===== config.mk =====
export PLATFORM = sky130hd
export DESIGN_NAME = usb_rx_fifo_status_pop
export DESIGN_NICKNAME = d
export VERILOG_FILES = /design/src/hw/usb_rx_status_pkg.sv /design/src/hw/usb_rx_fifo_status_pop.sv
export SDC_FILE = /design/constraint.sdc
export NUM_CORES = 1
export LEC_CHECK = 0
export BUFFER_PORTS_ARGS = -buffer_cell sky130_fd_sc_hd__clkbuf_2
export CELL_PAD_IN_SITES_DETAIL_PLACEMENT = 1
export CELL_PAD_IN_SITES_GLOBAL_PLACEMENT = 2
export CORE_ASPECT_RATIO = 1.25
export CORE_UTILIZATION = 46
export DETAILED_ROUTE_END_ITERATION = 10
export PLACE_DENSITY_LB_ADDON = 0.1
export SLEW_MARGIN = 30
export SYNTH_ARGS = -nofsm -noshare
export SYNTH_HDL_FRONTEND = slang
export SYNTH_SLANG_ARGS = --single-unit

===== constraint.sdc =====
create_clock -name ref_clk -period 13.6 [get_ports ref_clk]
set_input_delay 0.68 -clock ref_clk [delete_from_list [all_inputs] [get_ports ref_clk]]
set_output_delay 0.68 -clock ref_clk [all_outputs]
set_load 0.01 [all_outputs]

===== src/hw/usb_rx_status_pkg.sv =====
// constants, offsets and field layout for the receive status pop block
// Operation
// - peek read returns top entry, keeps it
// - pop read returns top entry, removes it
// - status 20:17, byte count 14:4, number 3:0
// - device status 0001 global OUT NAK, interrupts
// - device status 0010 OUT data, data follow
// - device status 0011 OUT done, interrupts
// - device status 0100 SETUP done, interrupts
// - device status 0110 SETUP data received
// - data PID 00 is DATA0, 10 DATA1
// - byte count gives received packet bytes
// - device low four bits give endpoint
// - depth field sizes FIFO in words, 1..1024; the code stores any 16-bit value written, unchecked
// - length register resets to 0x00000200
// - status registers reset to zero, reserved zero
// - separate enable gates non-empty interrupt
package usb_rx_status_pkg;
  localparam logic [7:0] OFF_PEEK = 8'h1C;
  localparam logic [7:0] OFF_POP = 8'h20;
  localparam logic [7:0] OFF_LEN = 8'h24;
  localparam logic [7:0] OFF_IRQ_STAT = 8'h40;
  localparam logic [7:0] OFF_IRQ_MASK = 8'h44;
  localparam logic [7:0] OFF_CTRL = 8'h48;
  localparam int ENTRY_W = 21;
  localparam int PKST_LSB = 17;
  localparam int PID_LSB = 15;
  localparam int BCNT_LSB = 4;
  localparam int NUM_LSB = 0;
  localparam int QUEUE_DEPTH = 8;
  localparam int PTR_W = 3;
  localparam int CNT_W = 4;
  localparam logic [15:0] RX_FIFO_DEPTH_RESET = 16'h0200;
  localparam logic [31:0] STATUS_RESET = 32'h0000_0000;
  localparam int CTRL_NE_EN_BIT = 4;
  localparam logic [3:0] PK_GONAK = 4'h1;
  localparam logic [3:0] PK_DATA = 4'h2;
  localparam logic [3:0] PK_XFER_DONE = 4'h3;
  localparam logic [3:0] PK_SETUP_DONE = 4'h4;
  localparam logic [3:0] PK_TOGGLE_ERR = 4'h5;
  localparam logic [3:0] PK_SETUP_DATA = 4'h6;
  localparam logic [3:0] PK_HALTED = 4'h7;
  localparam logic [1:0] PID_DATA0 = 2'h0;
  localparam logic [1:0] PID_DATA1 = 2'h2;
  localparam int EV_W = 6;
  localparam int EV_GONAK = 0;
  localparam int EV_OUT_DONE = 1;
  localparam int EV_SETUP_DONE = 2;
  localparam int EV_IN_DONE = 3;
  localparam int EV_TOGGLE_ERR = 4;
  localparam int EV_HALTED = 5;
endpackage


===== src/hw/usb_rx_fifo_status_pop.sv =====
// receive FIFO status queue with peek and pop registers and pop interrupts
//
// Our own choice: the strobed register port.
`timescale 1ns/1ps
module usb_rx_fifo_status_pop
  import usb_rx_status_pkg::*;
(
  input wire logic ref_clk,
  input wire logic rst,
  input wire logic [7:0] reg_addr,
  input wire logic [31:0] reg_wdata,
  input wire logic reg_wr,
  input wire logic reg_rd,
  output logic [31:0] reg_rdata,
  input wire logic host_mode,
  input wire logic push_valid,
  output logic push_ready,
  input wire logic [3:0] push_status,
  input wire logic [1:0] push_pid,
  input wire logic [10:0] push_packet_byte_count,
  input wire logic [3:0] push_num,
  output logic rx_fifo_nonempty_flag,
  output logic irq
);

  typedef struct packed {
    logic [QUEUE_DEPTH-1:0][ENTRY_W-1:0] mem;
    logic [PTR_W-1:0] wr_ptr;
    logic [PTR_W-1:0] rd_ptr;
    logic [CNT_W-1:0] count;
    logic [16:0] words_used;
    logic [15:0] rx_fifo_depth;
    logic [EV_W-1:0] irq_stat;
    logic [EV_W-1:0] irq_mask;
    logic nonempty_en;
    logic [31:0] rdata;
  } state_s;

  state_s s_q;
  state_s s_d;
  logic [ENTRY_W-1:0] top;
  logic [3:0] top_code;
  logic pop_fire;
  logic push_fire;
  logic [16:0] push_need;
  logic [EV_W-1:0] pop_ev;

  // words an entry takes in the shared FIFO: the status word plus its data payload
  function automatic logic [16:0] words_for(input logic [3:0] code, input logic [10:0] bc, input logic host);
    logic carries;
    carries = (code == PK_DATA) || (!host && code == PK_SETUP_DATA);
    words_for = 17'd1;
    if (carries) begin
      // a full 2047-byte packet needs 512 data words, so the quotient keeps all ten bits
      words_for = 17'd1 + 17'((12'(bc) + 12'd3) >> 2);
    end
  endfunction

  // interrupts follow the pop, so software sees them in queue order
  function automatic logic [EV_W-1:0] event_for(input logic [3:0] code, input logic host);
    event_for = '0;
    if (host) begin
      event_for[EV_IN_DONE] = (code == PK_XFER_DONE);
      event_for[EV_TOGGLE_ERR] = (code == PK_TOGGLE_ERR);
      event_for[EV_HALTED] = (code == PK_HALTED);
    end else begin
      event_for[EV_GONAK] = (code == PK_GONAK);
      event_for[EV_OUT_DONE] = (code == PK_XFER_DONE);
      event_for[EV_SETUP_DONE] = (code == PK_SETUP_DONE);
    end
  endfunction

  assign top = s_q.mem[s_q.rd_ptr];
  assign top_code = top[PKST_LSB +: 4];
  assign push_need = words_for(push_status, push_packet_byte_count, host_mode);
  // depth register bounds occupancy; the queue also bounds entries
  assign push_ready = (s_q.count != CNT_W'(QUEUE_DEPTH)) &&
                      ((s_q.words_used + push_need) <= {1'b0, s_q.rx_fifo_depth});
  assign push_fire = push_valid && push_ready;
  assign pop_fire = reg_rd && (reg_addr == OFF_POP) && (s_q.count != '0);
  assign pop_ev = pop_fire ? event_for(top_code, host_mode) : '0;

  always_comb begin
    s_d = s_q;
    s_d.rdata = '0;
    if (reg_rd) begin
      case (reg_addr)
        OFF_PEEK: s_d.rdata = (s_q.count != '0) ? {11'h000, top} : STATUS_RESET;
        OFF_POP: s_d.rdata = (s_q.count != '0) ? {11'h000, top} : STATUS_RESET;
        OFF_LEN: s_d.rdata = {16'h0000, s_q.rx_fifo_depth};
        OFF_IRQ_STAT: s_d.rdata = {26'h0, s_q.irq_stat};
        OFF_IRQ_MASK: s_d.rdata = {26'h0, s_q.irq_mask};
        OFF_CTRL: s_d.rdata = {27'h0, s_q.nonempty_en, 4'h0};
        default: s_d.rdata = '0;
      endcase
    end
    if (pop_fire) begin
      s_d.rd_ptr = s_q.rd_ptr + 1'b1;
    end
    if (push_fire) begin
      s_d.mem[s_q.wr_ptr] = {push_status, push_pid, push_packet_byte_count, push_num};
      s_d.wr_ptr = s_q.wr_ptr + 1'b1;
    end
    s_d.count = s_q.count + CNT_W'(push_fire) - CNT_W'(pop_fire);
    s_d.words_used = s_q.words_used + (push_fire ? push_need : 17'd0)
                   - (pop_fire ? words_for(top_code, top[BCNT_LSB +: 11], host_mode) : 17'd0);
    if (reg_wr) begin
      case (reg_addr)
        OFF_LEN: s_d.rx_fifo_depth = reg_wdata[15:0];
        OFF_IRQ_MASK: s_d.irq_mask = reg_wdata[EV_W-1:0];
        OFF_CTRL: s_d.nonempty_en = reg_wdata[CTRL_NE_EN_BIT];
        default: s_d.rx_fifo_depth = s_q.rx_fifo_depth;
      endcase
    end
    // a new event beats a write-one clear in the same cycle
    s_d.irq_stat = (s_q.irq_stat & ~((reg_wr && reg_addr == OFF_IRQ_STAT) ? reg_wdata[EV_W-1:0] : '0)) | pop_ev;
  end

  always_ff @(posedge ref_clk or posedge rst) begin
    if (rst) begin
      s_q <= '0;
      s_q.rx_fifo_depth <= RX_FIFO_DEPTH_RESET;
    end else begin
      s_q <= s_d;
    end
  end

  assign reg_rdata = s_q.rdata;
  assign rx_fifo_nonempty_flag = (s_q.count != '0);
  assign irq = |(s_q.irq_stat & s_q.irq_mask) || (rx_fifo_nonempty_flag && s_q.nonempty_en);
endmodule // usb_rx_fifo_status_pop


## Word-level counts from Yosys, hierarchy flattened

Cells that the tools add are included.

| word-level totals | value |
|---|---|
| flip-flop bits (word level) | 256 |
| bits of input ports | 67 |
| word-level logic and storage cells | 87 |

| cells by class | value |
|---|---|
| bitwise operators | 4 |
| eq/ne operators | 16 |
| $add $sub $neg | 11 |
| multiplexer cells | 16 |
| reduce and logical (&&, ||, !) cells | 19 |
| order comparisons | 4 |

Operators by type and width:

| cell | number |
|---|---|
| $bwmux 168 | 1 |
| $pmux 21 s5 | 1 |
| $mux 21 | 4 |
| $bmux 21 s3 | 1 |
| $demux 21 s3 | 1 |
| $mux 17 | 3 |
| $add 17x17->17 | 2 |
| $add 11x2->12 const B | 2 |
| $eq 8x7->1 const B | 3 |
| $add 1x10->11 const A | 2 |
| $eq 4x3->1 const B | 5 |
| $le 17x16->1 | 1 |
| $sub 17x17->17 | 1 |
| $eq 8x6->1 const B | 2 |
| $and 6x6->6 | 2 |
| $eq 4x2->1 const B | 3 |
| $mux 6 | 2 |
| $mux 11 | 1 |
| $logic_and 1x1->1 | 9 |
| $eq 8x5->1 const B | 1 |
| $lt 3x4->1 const B | 2 |
| $add 3x1->3 const B | 2 |
| $mux 3 | 2 |
| $not 6->6 | 1 |
| 12 further kinds | 16 |

## Depth between registers and ports, before layout

Gate-level depths: netlist of the first run.

| depth | value |
|---|---|
| depth in word-level cells | 11 |
| depth in mapped cells | 37 |
| mapped depth without buffers | 35 |

## Least setup slack after synthesis of the first run

OpenSTA, ideal clock, no wires.

| timing | value |
|---|---|
| kind | in2reg |
| start | input port push_packet_byte_count[0] |
| end | register s_q[77] (netlist name) |
| library setup time | 0.080 ns |
| cell stages on the path | 33 |
| setup slack | 6.540 ns |
| data arrival time | 6.980 ns |
| required time | 13.520 ns |
| cells stage by stage | clkbuf_1 o21a_1 xor2_1 ha_1 a31oi_1 nor2_1 nand2_1 xor2_1 nor2_1 ha_1 nor3_1 nor2_1 nand4_1 a221oi_1 nand2_1 xnor2_1 ha_1 nand2_1 nor4_1 a21oi_1 a22oi_1 buf_4 nand4_4 nor3_1 fa_1 ha_1 nor2b_1 o31ai_1 a21oi_1 a211oi_1 o31ai_1 a21oi_1 xnor2_1 |

RTL lines:

| item | RTL line | text |
|---|---|---|
| start: declaration | usb_rx_fifo_status_pop.sv:20 | `input wire logic [10:0] push_packet_byte_count,` |
| end: declaration | usb_rx_fifo_status_pop.sv:39 | `state_s s_q;` |

==> impl_results.md, run 1 <==
- DRT antenna net count: 0
- Stages on worst setup path: 27
- Critical Path AT: between 8000 and 9000 ps
- Initial Util: between 40% and 50%
- Netlist cell types: 75
- CP Class: input pin to flip-flop
- I/O pin count: between 100 and 150
- WP buf/inv: 2
- Maximum Capacitance Violations: 0
- Drt first-iter violations: approximately 400
- Post-synth EDFFs: 0
- Post-layout nets: 1285
- Final period utilization: 59.50%
- Mapped Cells: 1113
- Status: complete, no violations
- Slowest-stage cell, CP: nor4_1
- RSZ-0062 raised after global routing: no
- Power Density: ~200 mW/mm2
- # hold bufs at CTS: 0
- VDD IR max: about 0.00010 V
- Wire per inst: 21.21 um
- Top FF cell, synth: dfrtp_1
- Post-route minimum period: ~8100 ps
- Slew HR: 31.34%
- Fillers: approximately 3000
- Vias in the first global route: around 9500
- Initial antenna violation count: 0
- Number of synthesized register bits: around 250
- Port Buffers: 74
- Layout area overhead: 8.759%
- H-tree depth: 1
- HP Class: input pin to asynchronous set/reset pin
- Post-synthesis sequential area ratio: ~44%
- Via Count: approximately 8700
- N_diodes: 0
- Largest delay share family, worst path: simple AND/OR/NAND/NOR gates
- Crit Path Max Fanout: 15
- DR vias/cell: about 5.6
- Post-Syn Area per Cell: around 13 um2
- HPWL after DPL: around 23 mm
- Die ar.: just over 0.03 mm2
- Worst clock skew: about 17 ps
- Hold Vio Cnt, Final: 0
- Drt first pass iters: 5
- Worst Tran Pin Value: 1021 ps
- Post-Syn Area: roughly 0.014 mm2
- Final setup violation count: 0
- Max frequency: approximately 120 MHz
- Post-layout util: 51.27%
- Chip Width: 157.6 um
- Row cnt: 70
- Clock Sinks: between 200 and 250
- Synth warn: 0
- CP Data Required Time: about 14000 ps
- Largest stage delay, worst path: ~1000 ps
- Total congestion overflow: 0
- Post-CTS Resized: 0
- Residual DRC count: 0
- Final slew viol count: 0
- Clk Latency, worst-skew pair: 540 ps
- Largest net degree at the start of global routing: ~120
- Post-detailed-routing wire length: 33.06 mm
- Clock transition at path regs: 60 ps
- GPL Wtd Cong: just under 0.8
- Global Route Usage Sum: ~23%
- Setup TNS: 0 ps
- R2R cell count: 25
- Layout cells sized above 1: ~17%
- Startpoint type of the worst setup path: input pin
- CTS Buffer Depth: 3
- CP endpoint kind: flip-flop
- CTS buffer count: 26
- Die span in y: approximately 200 um
- Root Buffer: clkbuf_16
- Asr flop ratio synth: 100.0%
- TritonCTS clock tree: yes
- Setup Buffers After CTS: 0
- First-pass GRT wire length: 53.65 mm
- Lkg Pwr: between 6 and 7 nW
- Core Region: approximately 0.03 mm2
## worst register-to-register path: stages (launching register included)
cell and delay [ps]:
dfrtp_1 380, ha_1 290, a21o_1 120, a21oi_1 110, o21ai_1 210, nand4_1 200
a221oi_1 520, nand2_1 130, xnor2_1 180, ha_1 310, nand2_1 70, nor4_1 390
a21oi_1 120, a22oi_1 190, buf_4 300, nand4_4 260, nor3_1 320, fa_1 470
ha_1 360, nor2b_1 160, o31ai_1 410, a21oi_1 220, a211oi_1 490, o31ai_1 170
a21oi_1 190, xnor2_1 150
## area by class of cell
type                    instances  area, um2  share of cell area [%]
multi-input cells             743       7028                   46.44
flip-flops and latches        245       6135                   40.54
clock buffers                  37      773.2                   5.110
well taps                     396      495.5                   3.274
repair buffers                 82      442.9                   2.927
inverters                      49      191.4                   1.265
clock inverters                 7      66.31                  0.4382
## final timing paths
check / start / endpoint / slack [ps]
min: rst / s_q[216] / 340
min in group ref_clk: reg_wdata[14] / s_q[59] / 360
max reg2reg: s_q[62] / s_q[77] / 6780
max in group asynchronous: rst / s_q[82] / 11990
min reg2reg: s_q[161] / s_q[161] / 480
max: push_status[0] / s_q[77] / 5510
## cells in the final DEF (no fill, tap or decap), drive strengths merged, types with 15 or more instances in the layout
cell	count
xnor2	40
o21ai	18
a21oi	40
nor3	21
mux4	42
mux2	206
nand3	15
ha	58
inv	49
dfrtp	244
nor2	48
nand2	68
nand4	16
clkbuf	111
## cells in the mapped netlist (4+ instances only)
library cell | count | share of area, %
buf_4 | 44 | 2.4
nor3_1 | 20 | 0.72
nand4_4 | 8 | 1.2
fa_1 | 13 | 1.9
nor3b_1 | 5 | 0.27
mux2_2 | 11 | 0.89
nor2_1 | 48 | 1.3
nand3_1 | 15 | 0.54
clkbuf_1 | 23 | 0.62
o21ai_1 | 9 | 0.32
dfrtp_1 | 244 | 44
mux4_1 | 8 | 1.5
and3_1 | 6 | 0.27
buf_6 | 12 | 0.97
nand4_1 | 8 | 0.36
nand2_1 | 68 | 1.8
mux2_1 | 192 | 16
nand2b_1 | 7 | 0.31
and2_1 | 4 | 0.18
a21boi_1 | 5 | 0.27
a21o_1 | 7 | 0.38
a222oi_1 | 5 | 0.36
ha_1 | 58 | 5.2
mux4_2 | 34 | 5.5
o21a_1 | 4 | 0.22
buf_2 | 7 | 0.25
inv_1 | 48 | 1.3
a211oi_1 | 4 | 0.22
xor2_1 | 14 | 0.88
xnor2_1 | 40 | 2.5
a22oi_1 | 11 | 0.59
or3_1 | 4 | 0.18
nor4b_1 | 5 | 0.31
a21oi_1 | 40 | 1.4
o21ai_0 | 7 | 0.25
nor2b_1 | 7 | 0.31
o31ai_1 | 6 | 0.32
nor4_1 | 4 | 0.18
## logic make-up (layout without fill, tap and decap cells)
family	count (synthesis)	count (layout)	synth area share, %
AO/OA/AOI/OAI	121	121	5.890
multiplexers	255	255	24.51
flip-flops	245	245	44.07
buffers and inverters	137	175	5.737
other	2	14	0.05398
XOR/XNOR	54	54	3.399
AND/OR/NAND/NOR	228	228	9.253
adder cells (fa/ha/maj)	71	71	7.086
## through the flow
stage	total power, mW	hold slack, ps	setup WS [ps]	std cells	instance area [um2]
after floorplan	2.049	455.5	6192	1125	13960
after global placement	2.308	465.8	5070	1514	14270
after detailed placement	2.361	472.6	4937	1514	14270
after CTS	3.078	338.4	5510	1558	15110
after global routing	3.262	356.5	4827	1559	15130
final	3.035	340.3	5508	1559	15130
## where the power goes
group | switching (mW) | internal (mW)
Sequential | 0.156 | 0.988
Combinational | 0.621 | 0.569
Clock | 0.290 | 0.411
Total | 1.07 | 1.97
## flip-flops by register name, summed over array words and instances (netlist names)
register   flops
s_q          224
reg_rdata     21
## per-layer routing
| layer | routed length, um | part of all wire (%) | global-route usage (%) |
|---|---|---|---|
| met2 | 17240 | 52 | 40.68 |
| met1 | 14340 | 43 | 29.46 |
| met3 | 912 | 2.8 | 2.397 |
| met4 | 570 | 1.7 | 5.034 |
| met5 | 0 | 0 | 0 |
Power figures use the tool's default switching activity.
==> run 2: changes to the inputs <==
--- a/config.mk
+++ b/config.mk
@@ -9,7 +9,7 @@
 export CELL_PAD_IN_SITES_DETAIL_PLACEMENT = 1
 export CELL_PAD_IN_SITES_GLOBAL_PLACEMENT = 2
 export CORE_ASPECT_RATIO = 1.25
-export CORE_UTILIZATION = 46
+export CORE_UTILIZATION = 38
 export DETAILED_ROUTE_END_ITERATION = 10
 export PLACE_DENSITY_LB_ADDON = 0.1
 export SLEW_MARGIN = 30
==> constraint.sdc (replaced) <==
create_clock -name ref_clk -period 7.3 [get_ports ref_clk]
set_input_delay 0.365 -clock ref_clk [delete_from_list [all_inputs] [get_ports ref_clk]]
set_output_delay 0.365 -clock ref_clk [all_outputs]
set_load 0.01 [all_outputs]
==> impl_results.md, run 2 (synthesized netlist as in run 1, its figures left out) <==
- Lkg Pwr: 7.126 nW (+3.3%)
- Placed cell area: 0.01462 mm2 (+2.4%)
- Initial Util: 38.43% (-8.7 points)
- Biggest register: s_q
- Largest stage delay, worst path: 510 ps (-500 ps)
- Total congestion overflow: 0 (unchanged)
- Hold Vio Cnt, Final: 32 (+32)
- Via Count: 8806 (+1.0%)
- Critical Path AT: 7070 ps (-1470 ps)
- Wire per inst: 20.94 um (-1.3%)
- Chip Width: 173.1 um (+9.9%)
- Root Buffer: clkbuf_16
- Startpoint type of the worst setup path: input pin
- Initial antenna violation count: 0 (unchanged)
- Post-route minimum period: roughly 6600 ps
- RR Endpoint: s_q[77]
- Setup Buffers After CTS: 0 (unchanged)
- Final slew viol count: 0 (unchanged)
- Max FFs per register: 224 (unchanged)
- Post-layout util: 43.30% (-8.0 points)
- Drt first-iter violations: 302 (-27%)
- HP Class: input pin to asynchronous set/reset pin
- Slowest-stage cell, CP: fa_1
- CP Data Required Time: 7750 ps (-6300 ps)
- Crit Path Max Fanout: 10 (-5)
- Clock transition at path regs: 60 ps (about the same)
- Internal power: 3.852 mW (+96%)
- Failing checks: hold timing
- DR vias/cell: 5.223 (-6.6%)
- Share of total power in combinational logic: 39.5% (+0.3 points)
- Switching share of power: 34.80% (-0.36 points)
- Core Region: 0.03621 mm2 (+23%)
- Row cnt: 78 (+11%)
- Global Route Usage Sum: 19.73% (-3.0 points)
- Final instance area: 0.01568 mm2 (+3.6%)
- Die ar.: 0.03739 mm2 (+21%)
- N_diodes: 0 (unchanged)
- Reg power frac: 36.0% (-1.7 points)
- Post-detailed-routing wire length: 35.30 mm (+6.8%)
- Port Buffers: 74 (unchanged)
- Drt first pass iters: 6 (+1)
- Vias in the first global route: 9670 (+1.8%)
- VDD IR max: 0.0001993 V (+99%)
- DRT antenna net count: 0 (unchanged)
- Status: finished with violations
- Power Density: 376.8 mW/mm2 (+88%)
- WP buf/inv: 4 (+2)
- Post-layout nets: 1328 (+3.3%)
- Die span in y: 215.9 um (+9.9%)
- Commonest non-fill, non-tap cell in the layout: dfrtp_1
- Max frequency: between 150 and 200 MHz
- Clock network fraction of design power: 24.5% (+1.4 points)
- Maximum Capacitance Violations: 0 (unchanged)
- Worst Tran Pin Value: 903.9 ps (-116.6 ps)
- CTS Buffer Depth: 3 (unchanged)
- Worst hold slack: -85.36 ps (-425.7 ps)
- First-pass GRT wire length: 56.99 mm (+6.2%)
- R2r setup slk: 1350 ps (-5430 ps)
- Layout cells sized above 1: 19.49% (+2.4 points)
- Worst reg2reg path startpoint: s_q[62]
- Layout area overhead: 12.68%
- CP Class: input pin to flip-flop
- CP endpoint kind: flip-flop
- GPL Wtd Cong: 0.7844 (+0.77%)
- RSZ-0062 raised after global routing: no
- Slew HR: 39.74% (+8.4 points)
- I/O pin count: 102 (unchanged)
- R2R cell count: 28 (+12%)
- Final setup violation count: 0 (unchanged)
- Largest delay share family, worst path: compound AO/OA/AOI/OAI gates
- Power Total: 5.907 mW (+95%)
- Clk Latency, worst-skew pair: 570 ps (+30 ps)
- Clock Sinks: 245 (unchanged)
- Most frequent cells in the layout: dfrtp_1 (241), mux2_1 (192), clkbuf_2 (74)
- Fillers: 3818 (+24%)
- CTS buffer count: 28 (+7.7%)
- H-tree depth: 1 (unchanged)
- TritonCTS clock tree: yes
- Residual DRC count: 0 (unchanged)
- HPWL after DPL: 25.02 mm (+8.9%)
- Largest net degree at the start of global routing: 117 (-4.1%)
- Final period utilization: between 90% and 100%
- Worst clock skew: 16.52 ps (-0.4809 ps)
- Sw power: 2.055 mW (+93%)
-- run 2: worst max path at each step --
| stage | start | endpoint | slack [ps] | cells past startpoint |
|---|---|---|---|---|
| 2_1_floorplan | rst | reg_rdata[0] | 210 | 1 |
| 3_3_place_gp | push_packet_byte_count[2] | s_q[77] | 40 | 35 |
| 3_5_place_dp | push_packet_byte_count[2] | s_q[77] | -9 | 35 |
| 4_1_cts | push_packet_byte_count[2] | s_q[75] | 550 | 35 |
| 5_1_grt | push_packet_byte_count[2] | s_q[77] | 60 | 39 |
| 6_report | push_packet_byte_count[2] | s_q[77] | 680 | 36 |
-- run 2: metrics by stage --
step	setup TNS (ps)	setup WS, ps	instances
after CTS	0	554.9	1686
after floorplan	0	206.8	1125
after global routing	0	64.00	1686
after global placement	0	35.81	1630
after detailed placement	-17.31	-9.291	1630
final	0	683.4	1686
-- run 2: area by class of cell --
type,count,area [um2],share of cell area [%]
Clock inverter,9,155.1,0.9896
Clock buffer,37,794.5,5.068
Timing Repair Buffer,123,767.0,4.892
Inverter,49,191.4,1.221
Tap cell,480,600.6,3.831
Sequential cell,245,6136,39.14
Multi-Input combinational cell,743,7033,44.86
-- run 2: per-layer routing --
layer | track usage (%) | vias to the layer above | wire, um
met2 | 34.89 | 109 | 18040
met3 | 2.555 | 38 | 941
met1 | 25.46 | 4544 | 15640
met5 | 0 | - | 0
met4 | 4.926 | 0 | 680
li1 | - | 4115 | -
-- run 2: repair_timing --
action	in CTS	in global routing
gates resized for setup	0	1
hold buffers	10	0
hold endpoints to repair	10	0
endpoints found under the setup margin	0	2
-- run 2: power groups by stage --
stage / Clock, mW / Sequential (mW) / Combinational [mW]
2_1_floorplan: 0 / 2.05 / 1.77
3_3_place_gp: 0 / 2.14 / 2.31
3_5_place_dp: 0 / 2.15 / 2.37
4_1_cts: 1.49 / 2.13 / 2.39
5_1_grt: 1.55 / 2.20 / 2.61
6_report: 1.44 / 2.13 / 2.34
